<file path="config.mk">
export PLATFORM = sky130hd
export DESIGN_NAME = vds_demapper
export DESIGN_NICKNAME = d
export VERILOG_FILES = /design/src/inc/vds_pkg.sv /design/src/rtl/vds_demapper.sv
export VERILOG_INCLUDE_DIRS = /design/src /design/src/inc
export SDC_FILE = /design/constraint.sdc
export NUM_CORES = 1
export LEC_CHECK = 0
export BUFFER_PORTS_ARGS = -buffer_cell sky130_fd_sc_hd__buf_2
export CAP_MARGIN = 10
export CORE_MARGIN = 8
export CORE_UTILIZATION = 24
export DETAILED_ROUTE_END_ITERATION = 7
export PLACE_DENSITY_LB_ADDON = 0.2
export SLEW_MARGIN = 20
export SYNTH_ARGS = -nofsm -noshare
export SYNTH_HDL_FRONTEND = slang
export SYNTH_SLANG_ARGS = --single-unit
export TNS_END_PERCENT = 100
</file>
<file path="constraint.sdc">
create_clock -name clk -period 14.9 [get_ports clk]
set_input_delay 1.49 -clock clk [delete_from_list [all_inputs] [get_ports clk]]
set_output_delay 1.49 -clock clk [all_outputs]
set_load 0.01 [all_outputs]
</file>
<file path="src/inc/vds_consts.svh">
// constants for the container-3 to 44 736 kbit/s sink adaptation
// assumes a 250 MHz system clock; included by the rtl only, the package does not include it
// Function
// - recover the 44 736 kbit/s stream, +-20 ppm, from a +-4,6 ppm container
// - compare the accepted label byte against expected code 0000 0100
// - ignore the multiframe indicator byte completely
// - discard fixed stuff and overhead bits without interpreting them
// - control majority 0: opportunity bit is data; majority 1: drop it
// - write extracted data bits into an elastic store on the gapped clock
// - read the store with an even, smoothed clock tracking the far-end rate
// - store deep enough that jitter and +-20 ppm never cause bit errors
// - recover error free within about 1 second after a frequency step
// - when inactive: output all ones and suppress management status
// - detect label mismatch defect from the accepted label
// - signal fail or mismatch: fail output and all ones within 250 us
// - during all ones the client clock runs at 34 368 kHz
// - report mismatch cause only with defect present and no trail fail
`ifndef VDS_CONSTS_SVH
`define VDS_CONSTS_SVH

// ----------------------------------------
// frame layout
// ----------------------------------------
`define VDS_ROW_BYTES 7'd85
`define VDS_ROWS 4'd9
`define VDS_LABEL_ROW 4'd2
`define VDS_CTRL_MAJ 3'd3

// ----------------------------------------
// label handling
// ----------------------------------------
`define VDS_EXPECTED_LABEL 8'h04
`define VDS_EQUIPPED_ANY 8'h01
`define VDS_LABEL_ACCEPT 3'd5

// ----------------------------------------
// rates and times
// ----------------------------------------
`define VDS_CLK_KHZ 64'd250000
`define VDS_CLIENT_KHZ 64'd44736
`define VDS_AIS_KHZ 64'd34368
`define VDS_CLIENT_PPM 20
`define VDS_CONTAINER_PPM_X10 46
`define VDS_AIS_MAX_US 64'd250
`define VDS_AIS_MAX_CYC (`VDS_AIS_MAX_US * `VDS_CLK_KHZ / 64'd1000)
`define VDS_RECOVERY_S 1
`define VDS_NCO_NOM (`VDS_CLIENT_KHZ * 64'h100000000 / `VDS_CLK_KHZ)
`define VDS_NCO_AIS (`VDS_AIS_KHZ * 64'h100000000 / `VDS_CLK_KHZ)
`define VDS_FIFO_DEPTH 16

`endif

</file>
<file path="src/inc/vds_pkg.sv">
// types for the container-3 sink adaptation
// assumes vds_consts.svh sits on the include path
package vds_pkg;
   // ----------------------------------------
   // kind of each container bit position
   // ----------------------------------------
   typedef enum logic [1:0]
   {
      vds_data = 2'b00,
      vds_fixed = 2'b01,
      vds_ctrl = 2'b10,
      vds_opp = 2'b11
   } vds_kind_t;
endpackage

</file>
<file path="src/rtl/vds_demapper.sv">
// container-3 to 44 736 kbit/s sink adaptation with elastic store
// assumes path pins come from another clock domain and are resynchronised here
`timescale 1ns/10ps
`include "vds_consts.svh"

// ----------------------------------------
// elastic store
// ----------------------------------------
module vds_fifo #(
   parameter int WIDTH = 1,
   parameter int DEPTH = `VDS_FIFO_DEPTH,
   parameter int AW = $clog2(DEPTH)
)(
   // clock and reset
   input wire logic clk,
   input wire logic rst_b,
   // fill side
   input wire logic in_valid,
   output logic in_ready,
   input wire logic [WIDTH-1:0] in_data,
   // drain side
   output logic out_valid,
   input wire logic out_ready,
   output logic [WIDTH-1:0] out_data,
   // fill level
   output logic [AW:0] level
);
   logic [WIDTH-1:0] mem [DEPTH];
   logic [AW-1:0] wp_reg;
   logic [AW-1:0] rp_reg;
   logic [AW:0] cnt_reg;
   logic do_wr;
   logic do_rd;

   assign in_ready = (cnt_reg != (AW+1)'(DEPTH));
   assign out_valid = (cnt_reg != '0);
   assign out_data = mem[rp_reg];
   assign level = cnt_reg;
   assign do_wr = in_valid & in_ready;
   assign do_rd = out_valid & out_ready;

   always_ff @(posedge clk)
   begin
      if (do_wr)
      begin
         mem[wp_reg] <= in_data;
      end
   end

   always_ff @(posedge clk or negedge rst_b)
   begin
      if (!rst_b)
      begin
         wp_reg <= '0;
         rp_reg <= '0;
         cnt_reg <= '0;
      end
      else
      begin
         if (do_wr)
         begin
            wp_reg <= (wp_reg == AW'(DEPTH - 1)) ? '0 : wp_reg + 1'b1;
         end
         if (do_rd)
         begin
            rp_reg <= (rp_reg == AW'(DEPTH - 1)) ? '0 : rp_reg + 1'b1;
         end
         if (do_wr & ~do_rd)
         begin
            cnt_reg <= cnt_reg + 1'b1;
         end
         else if (do_rd & ~do_wr)
         begin
            cnt_reg <= cnt_reg - 1'b1;
         end
      end
   end
endmodule

// ----------------------------------------
// sink adaptation top
// ----------------------------------------
module vds_demapper #(
   parameter int DEPTH = `VDS_FIFO_DEPTH
)(
   // clock and reset
   input wire logic clk,
   input wire logic rst_b,
   // path side
   input wire logic path_payload_data_in,
   input wire logic path_gapped_clock_in,
   input wire logic path_frame_start_in,
   input wire logic trail_signal_fail_in,
   // management
   input wire logic function_activation,
   output logic mismatch_cause_report,
   output logic [7:0] accepted_label_report,
   // client side
   output logic client_data_out,
   output logic client_clock_out,
   output logic server_signal_fail_out
);
   localparam int AW = $clog2(DEPTH);
   localparam logic [31:0] NCO_NOM = 32'(`VDS_NCO_NOM);
   localparam logic [31:0] NCO_AIS = 32'(`VDS_NCO_AIS);

   // position of a container byte/bit in the row (byte 0 is the row's overhead)
   function automatic vds_pkg::vds_kind_t kind_of(input logic [6:0] byt,
                                                  input logic [2:0] bt);
      vds_pkg::vds_kind_t k;
      k = vds_pkg::vds_data;
      unique case (byt)
         7'd0, 7'd1, 7'd2, 7'd30, 7'd58:
            k = vds_pkg::vds_fixed;
         7'd3:
            k = (bt == 3'd2) ? vds_pkg::vds_ctrl :
                (bt < 3'd2) ? vds_pkg::vds_fixed : vds_pkg::vds_data;
         7'd31:
            k = (bt < 3'd2) ? vds_pkg::vds_ctrl : vds_pkg::vds_fixed;
         7'd59:
            k = (bt < 3'd2) ? vds_pkg::vds_ctrl :
                (bt == 3'd7) ? vds_pkg::vds_opp : vds_pkg::vds_fixed;
         default:
            k = vds_pkg::vds_data;
      endcase
      return k;
   endfunction

   // ----------------------------------------
   // pin synchronisers and link clock edge
   // ----------------------------------------
   logic [3:0] sync1_reg;
   logic [3:0] sync2_reg;
   logic ck_last_reg;
   logic ck_rise;
   logic d_in;
   logic fs_in;
   logic tsf;

   always_ff @(posedge clk or negedge rst_b)
   begin
      if (!rst_b)
      begin
         sync1_reg <= 4'h0;
         sync2_reg <= 4'h0;
         ck_last_reg <= 1'b0;
      end
      else
      begin
         sync1_reg <= {trail_signal_fail_in, path_frame_start_in,
                       path_payload_data_in, path_gapped_clock_in};
         sync2_reg <= sync1_reg;
         ck_last_reg <= sync2_reg[0];
      end
   end

   assign ck_rise = sync2_reg[0] & ~ck_last_reg;
   assign d_in = sync2_reg[1];
   assign fs_in = sync2_reg[2];
   assign tsf = sync2_reg[3];

   // ----------------------------------------
   // frame position counters
   // ----------------------------------------
   logic [2:0] bit_reg;
   logic [6:0] byte_reg;
   logic [3:0] row_reg;
   logic [2:0] cur_bit;
   logic [6:0] cur_byte;
   logic [3:0] cur_row;
   vds_pkg::vds_kind_t cur_kind;

   // frame start marks the first bit of row 0
   assign cur_bit = fs_in ? 3'd0 : bit_reg;
   assign cur_byte = fs_in ? 7'd0 : byte_reg;
   assign cur_row = fs_in ? 4'd0 : row_reg;
   assign cur_kind = kind_of(cur_byte, cur_bit);

   always_ff @(posedge clk or negedge rst_b)
   begin
      if (!rst_b)
      begin
         bit_reg <= 3'd0;
         byte_reg <= 7'd0;
         row_reg <= 4'd0;
      end
      else if (ck_rise)
      begin
         bit_reg <= cur_bit + 3'd1;
         if (cur_bit == 3'd7)
         begin
            if (cur_byte == `VDS_ROW_BYTES - 7'd1)
            begin
               byte_reg <= 7'd0;
               row_reg <= (cur_row == `VDS_ROWS - 4'd1) ? 4'd0 : cur_row + 4'd1;
            end
            else
            begin
               byte_reg <= cur_byte + 7'd1;
               row_reg <= cur_row;
            end
         end
         else
         begin
            byte_reg <= cur_byte;
            row_reg <= cur_row;
         end
      end
   end

   // ----------------------------------------
   // justification control vote
   // ----------------------------------------
   logic [2:0] c_ones_reg;
   logic opp_is_data;
   logic wr_valid;
   logic wr_ready;

   always_ff @(posedge clk or negedge rst_b)
   begin
      if (!rst_b)
      begin
         c_ones_reg <= 3'd0;
      end
      else if (ck_rise)
      begin
         if (cur_byte == 7'd0)
         begin
            c_ones_reg <= 3'd0;
         end
         else if (cur_kind == vds_pkg::vds_ctrl && d_in)
         begin
            c_ones_reg <= c_ones_reg + 3'd1;
         end
      end
   end

   assign opp_is_data = (c_ones_reg < `VDS_CTRL_MAJ);
   // fixed stuff, overhead and the whole overhead column never reach the store
   assign wr_valid = ck_rise & ((cur_kind == vds_pkg::vds_data) |
                     ((cur_kind == vds_pkg::vds_opp) & opp_is_data));

   // ----------------------------------------
   // label acceptance and mismatch
   // ----------------------------------------
   logic [6:0] shift_reg;
   logic [7:0] cand_reg;
   logic [2:0] same_reg;
   logic [7:0] acc_reg;
   logic [7:0] label_now;
   logic label_done;
   logic plm;

   assign label_now = {shift_reg, d_in};
   assign label_done = ck_rise & (cur_row == `VDS_LABEL_ROW) &
                       (cur_byte == 7'd0) & (cur_bit == 3'd7);

   always_ff @(posedge clk or negedge rst_b)
   begin
      if (!rst_b)
      begin
         shift_reg <= 7'h00;
      end
      else if (ck_rise)
      begin
         shift_reg <= label_now[6:0];
      end
   end

   // a value is accepted once seen in five frames running
   always_ff @(posedge clk or negedge rst_b)
   begin
      if (!rst_b)
      begin
         cand_reg <= `VDS_EXPECTED_LABEL;
         same_reg <= 3'd0;
         acc_reg <= `VDS_EXPECTED_LABEL;
      end
      else if (label_done)
      begin
         if (label_now == cand_reg)
         begin
            if (same_reg == `VDS_LABEL_ACCEPT - 3'd1)
            begin
               acc_reg <= cand_reg;
            end
            else
            begin
               same_reg <= same_reg + 3'd1;
            end
         end
         else
         begin
            cand_reg <= label_now;
            same_reg <= 3'd1;
         end
      end
   end

   // the generic "equipped, non-specific" code is accepted as a match
   assign plm = (acc_reg != `VDS_EXPECTED_LABEL) &
                (acc_reg != `VDS_EQUIPPED_ANY);

   // ----------------------------------------
   // elastic store and smoothed read clock
   // ----------------------------------------
   logic rd_valid;
   logic rd_data;
   logic [AW:0] level;
   logic [31:0] nco_reg;
   logic [32:0] nco_sum;
   logic [31:0] inc;
   logic ais;
   logic tick;

   vds_fifo #(.WIDTH(1), .DEPTH(DEPTH)) u_store (
      .clk(clk),
      .rst_b(rst_b),
      .in_valid(wr_valid),
      .in_ready(wr_ready),
      .in_data(d_in),
      .out_valid(rd_valid),
      .out_ready(tick),
      .out_data(rd_data),
      .level(level)
   );

   assign ais = ~function_activation | tsf | plm;
   // rate scales with fill: nominal at half full, doubled when full, so the
   // reader follows the far-end rate; a full store also forces a read
   assign inc = ais ? NCO_AIS : 32'((NCO_NOM >> 3) * 32'(level));
   assign nco_sum = {1'b0, nco_reg} + {1'b0, inc};
   assign tick = nco_sum[32] | ~wr_ready;

   always_ff @(posedge clk or negedge rst_b)
   begin
      if (!rst_b)
      begin
         nco_reg <= 32'h0;
      end
      else
      begin
         nco_reg <= nco_sum[31:0];
      end
   end

   // ----------------------------------------
   // client and management outputs
   // ----------------------------------------
   always_ff @(posedge clk or negedge rst_b)
   begin
      if (!rst_b)
      begin
         client_clock_out <= 1'b0;
         client_data_out <= 1'b1;
      end
      else
      begin
         client_clock_out <= nco_sum[31];
         if (tick)
         begin
            // underrun reads as ones rather than stale data
            client_data_out <= ais | ~rd_valid | rd_data;
         end
      end
   end

   always_ff @(posedge clk or negedge rst_b)
   begin
      if (!rst_b)
      begin
         server_signal_fail_out <= 1'b0;
         mismatch_cause_report <= 1'b0;
         accepted_label_report <= 8'h00;
      end
      else
      begin
         server_signal_fail_out <= tsf | plm;
         mismatch_cause_report <= function_activation & plm & ~tsf;
         accepted_label_report <= function_activation ? acc_reg : 8'h00;
      end
   end
endmodule

</file>
Yosys cells after proc, flatten, opt, wreduce, memory -nomap -nowiden
Memories as Yosys holds them, arrays and structs flattened. Cells that the tools add are included.

Memory bits (writable): 16. Flip-flop bits (word level): 109. Memories: 1.

Reduce and logical (&&, ||, !) cells: 11. Bitwise logic cells: 28. Add/sub/neg operators: 10. Multiplexer cells: 26. Equality and inequality tests: 22. Multipliers: 1. Order comparisons: 2.

Memories: u_store.mem (depth 16, width 1, rd ports 1, clocked after memory_dff 0, wr ports 1, line vds_demapper.sv:28) `logic [WIDTH-1:0] mem [DEPTH];`.

Operators by type and width (number): adder 32 x 32 -> 33 bit (1); two-way mux 32 bit (1); multiplier 25 x 5 -> 30 bit (first input constant) (1); two-way mux 4 bit (6); two-way mux 7 bit (3); two-way mux 3 bit (5); == test 7 x 2 -> 1 bit (second input constant) (2); == test 7 x 5 -> 1 bit (second input constant) (2); == test 7 x 6 -> 1 bit (second input constant) (2); AND 1 bit (13); adder 4 x 1 -> 4 bit (second input constant) (3); == test 4 bit (second input constant) (3); two-way mux 5 bit (2); adder 3 x 1 -> 3 bit (second input constant) (3); == test 8 bit (1); two-way mux 2 bit (4); two-way mux 8 bit (1); != test 8 x 1 -> 1 bit (second input constant) (1); != test 8 x 3 -> 1 bit (second input constant) (1); NOT 1 bit (8); case mux 2 bit (4 select lines) (1); adder 7 x 1 -> 7 bit (second input constant) (1); == test 7 x 1 -> 1 bit (second input constant) (1); == test 7 bit (second input constant) (1); other kinds (19) (33).

Longest topological paths before layout
Depth after elaboration: 14. Depth in mapped cells: 33. Depth with buffers taken out: 33.

By module
Synthesis repeated with hierarchy kept, for this count alone.

Cells, all modules: 918. Area total of the unflattened synthesis: 8916.1 um^2.

By module, submodules not included: vds_demapper (cells each 792, area each 7399.6 um^2, seq. area each 2331.0 um^2, instances 1); vds_fifo (cells each 126, area each 1516.5 um^2, seq. area each 805.8 um^2, instances 1).

Worst setup path before layout
No wires, ideal clock.

Path kind: reg-to-reg. Start: reg u_store.cnt_reg[4], in the netlist u_store.level[4]. End: reg u_store.cnt_reg[4], in the netlist u_store.level[4]. Data required time: 14.761 ns. Cell stages (with the launch flop): 33. Library setup time: 0.139 ns. Path buffers: 0. Path slack: 7.905 ns. Data arrival time: 6.855 ns. Period minus slack after synthesis: 6.995 ns. Cells stage by stage: dfrtp_1 fa_1 xor2_1 ha_1 or2_2 ha_1 ha_1 nand2_1 o21ai_0 a211o_1 a2111oi_0 nor3_1 a31oi_1 o21bai_1 o31ai_1 xor2_1 nor2_1 ha_1 a21oi_1 o21ai_0 nand2_1 nand2_1 a221oi_1 o21ai_1 o21ai_1 ha_1 inv_1 fa_1 a21o_1 a21oi_1 xnor2_1 nor2_1 xor2_1.

Word-level cells in the longest chain between the ends: 8. Elaborated cells on any way between the ends: 18. Classes of those cells: add/sub: 3; mul: 1; eq/ne: 1; mux: 3; bitwise: 8; reduce/logical: 2.

Ends and longest elaborated chain: from (decl) (line vds_demapper.sv:31) `logic [AW:0] cnt_reg;`; from (signal assigned) (line vds_demapper.sv:70) `cnt_reg <= cnt_reg + 1'b1;`; from (signal assigned) (line vds_demapper.sv:74) `cnt_reg <= cnt_reg - 1'b1;`; multiplier 25 x 5 -> 30 bit (line vds_demapper.sv:331) `assign inc = ais ? NCO_AIS : 32'((NCO_NOM >> 3) * 32'(level));`; two-way mux 32 bit (line vds_demapper.sv:331); adder 32 x 32 -> 33 bit (line vds_demapper.sv:332) `assign nco_sum = {1'b0, nco_reg} + {1'b0, inc};`; OR 1 bit (line vds_demapper.sv:333) `assign tick = nco_sum[32] | ~wr_ready;`; AND 1 bit (line vds_demapper.sv:40) `assign do_rd = out_valid & out_ready;`; NOT 1 bit (line vds_demapper.sv:68) `if (do_wr & ~do_rd)`; AND 1 bit (line vds_demapper.sv:68); two-way mux 5 bit or nonzero test 2 bit (tied branches).

Several ways; a longest one is shown, not always the timed one. The select of a mux whose other input is x is not followed. A chain may end at the register's enable or synchronous reset.

Final worst setup path
Start: reg u_store.cnt_reg[3], in the netlist u_store.level[3]. End: reg u_store.cnt_reg[4], in the netlist u_store.level[4].

Same word-level chain as after synthesis.

==> key figures <==
Setup path
  – Critical-path maximum fanout: 11
  – Critical path capture point type: register
  – R2R depth: 33
  – Startpoint types: register
  – CP max-delay cell: dfrtp_1
  – Req. time, crit path: 15.19 ns
  – Largest stage delay, worst path: 0.64 ns
  – Setup CP Type: register to register
  – CP arrival: 8.19 ns

Yosys
  – Number of enable flip-flop cells after synthesis: 16
  – Register bit total from synthesis: 122
  – Post-Syn Instances: 869
  – Simple-Gate Fraction of Synth Area: 0.151
  – Compound-Gate Fraction of Synth Area: 0.139
  – Library cells used by synthesis: 62
  – Mapped Area: 8520 µm²
  – Synth async-reset ratio: 0.869
  – Largest family of logic cells by synthesized area: adder cells
  – Post-Synth Adder-Cell Area: 0.198
  – Multiplexer area fraction after synthesis: 0.0430
  – Post-synthesis sequential area ratio: 0.368
  – Synthesized area per cell: 9.81 µm²
  – Ys Warns: 0
  – Xor/xnor share of the synthesized area: 0.0699
  – Main synth FF type: dfrtp_1
  – Syn nets: 1001

Timing
  – Final clock period utilization by the worst path: 0.531
  – Worst-Margin Slew: 0.935 ns
  – FMAX: 126 MHz
  – Max-slew headroom: 0.377
  – Fin. max-slew vios: 0
  – RSZ-0062 raised after global routing: false
  – Fin. Hold Viols: 0
  – Final Setup Violations: 0
  – Post-route minimum period: 7.91 ns
  – Fin Clk Skew: 0.0137 ns
  – TNS Setup: 0 ns

Die
  – I/O Pins: 19
  – Chip Width: 204 µm
  – Initial Util: 0.241
  – Core Region: 35300 µm²
  – Row count: 69
  – Die Height: 204 µm
  – Die area: 41800 µm²

Final layout
  – # diodes: 0
  – Area Overhead vs Synth: 14.2%
  – Final Core Density: 0.276
  – Share of layout cells above drive strength 1: 0.109
  – Fin nets: 1022
  – Max FFs per register: 29
  – Final cell count without fillers: 1364

Routing
  – Routed Antenna Nets: 0
  – Vias per cell: 4.43
  – DR pass1 iterations: 4
  – DRC errors left: 0
  – DRT iter0 DRCs: 251
  – Routed WL per cell: 13.7 µm
  – Total number of vias: 6037
  – Routed WL: 18700 µm

Status
  – Status: finished clean

Global routing
  – Antenna violations before repair: 0
  – Total track usage: 0.0952
  – Global route overflow: 0
  – Vias in the first global route: 6313
  – Largest net degree at the start of global routing: 60
  – First-pass GRT wire length: 32200 µm

Place
  – Dpl cells: 1332
  – Port-buffer cells: 18
  – Detailed Place HPWL: 13900 µm
  – RePlAce Congestion: 0.809

Min path
  – Min-Delay Path Depth: 0
  – Hold WC Path Type: register to register

Clock tree
  – Root Driver: clkbuf_16
  – CTS tree: built
  – Clock sink total: 122
  – Post-cts resize count: 0
  – Max H-tree Level: 4
  – Bufs on Longest Clock Path: 2
  – Clock Pin Slew Worst Setup and Hold Paths: 0.06 ns
  – CTS Hold Bufs: 0
  – CTS buffer count: 17
  – Worst-Skew Late Latency: 0.42 ns
  – Setup repair bufs after CTS: 0

Flow run
  – Max cap viols: 0
metal layers:
metal  routed length [µm]  track usage  vias to the layer above
met1                 9220        0.121                     2870
li1                     -            -                     3111
met4                  204       0.0265                        0
met5                    0            0                        -
met2                 8890        0.161                       42
met3                  402       0.0211                       14
worst paths after layout:
check / startpoint / endpoint / slack, ns
worst max-delay path: u_store.level[3] / u_store.level[4] / 6.99
worst max register to register: u_store.level[3] / u_store.level[4] / 6.99
min in group asynchronous: rst_b / nco_reg[28] / 1.10
worst min register to register: sync1_reg[1] / sync2_reg[1] / 0.35
worst min-delay path: sync1_reg[1] / sync2_reg[1] / 0.35
max in group asynchronous: rst_b / sync1_reg[2] / 12.53
worst max-delay path: cells and delay by family, from the launching register on:
family          cells  cell delay (ns)
buf+inv             4             0.42
flops               1             0.64
xor+xnor            3             0.44
simple gates        5             0.40
compound gates     14             3.25
fa+ha+maj           7             2.59
cell usage in the layout, fill, tap and decap left out, types with 6 or more instances in the layout:
master     count
clkbuf_16     17
nand2b_1      15
xnor2_1       33
or3_1          6
inv_1         48
o21bai_1      10
ha_1         109
nand2_1       90
nand3_1       19
o31ai_1        6
a21oi_1       56
a31oi_1       10
a21o_1        15
and3_1         6
xor2_1        35
or2_2          6
dfrtp_1      103
edfxtp_1      16
fa_1          16
buf_4          6
mux2_2        18
nor2b_1       14
nor3_1        13
and2_1        13
buf_2         17
o21a_1         7
nor2_1        62
o21ai_0       46
nand4_1        7
cells by family after synthesis:
| family | Yosys count |
|---|---|
| compound gates | 188 |
| xor+xnor | 68 |
| fa+ha+maj | 125 |
| buf+inv | 69 |
| flops | 122 |
| mux | 28 |
| simple gates | 269 |
cell usage after synthesis (all sizes together), types with 7 or more instances:
cell type	count	share of area
mux2	19	0.025
nand3	19	0.011
nand2	93	0.042
nor2	63	0.028
clkbuf	18	0.0079
dfrtp	103	0.30
nand2b	15	0.011
xnor2	33	0.034
and2	13	0.0095
fa	16	0.038
inv	48	0.021
nor2b	14	0.010
edfxtp	16	0.056
nand4	7	0.0051
xor2	35	0.036
a31oi	10	0.0073
o21a	7	0.0062
o21bai	11	0.010
nor3	16	0.011
a21oi	57	0.034
ha	109	0.16
o21ai	48	0.028
a21o	15	0.013
through the flow:
step                area [µm²]  hold WS, ns  worst slack (ns)
detailed placement        9140        0.335              6.99
global placement          9140        0.333              7.14
global route              9730        0.362              6.32
finish                    9730        0.347              6.99
floorplan                 8520        0.331              7.91
CTS                       9730        0.349              6.95
final cells by class:
cell class,count,area (µm²)
timing repair buffer,23,130
clock inverter,14,161
inverter,48,180
multi-input combinational,678,5120
fill,3697,25600
sequential,122,3140
clock buffer,18,429
tap,461,577
Power is left out: the tool's default activity adds up to more than one toggle a clock period on the data nets, which glitch-free logic cannot reach.
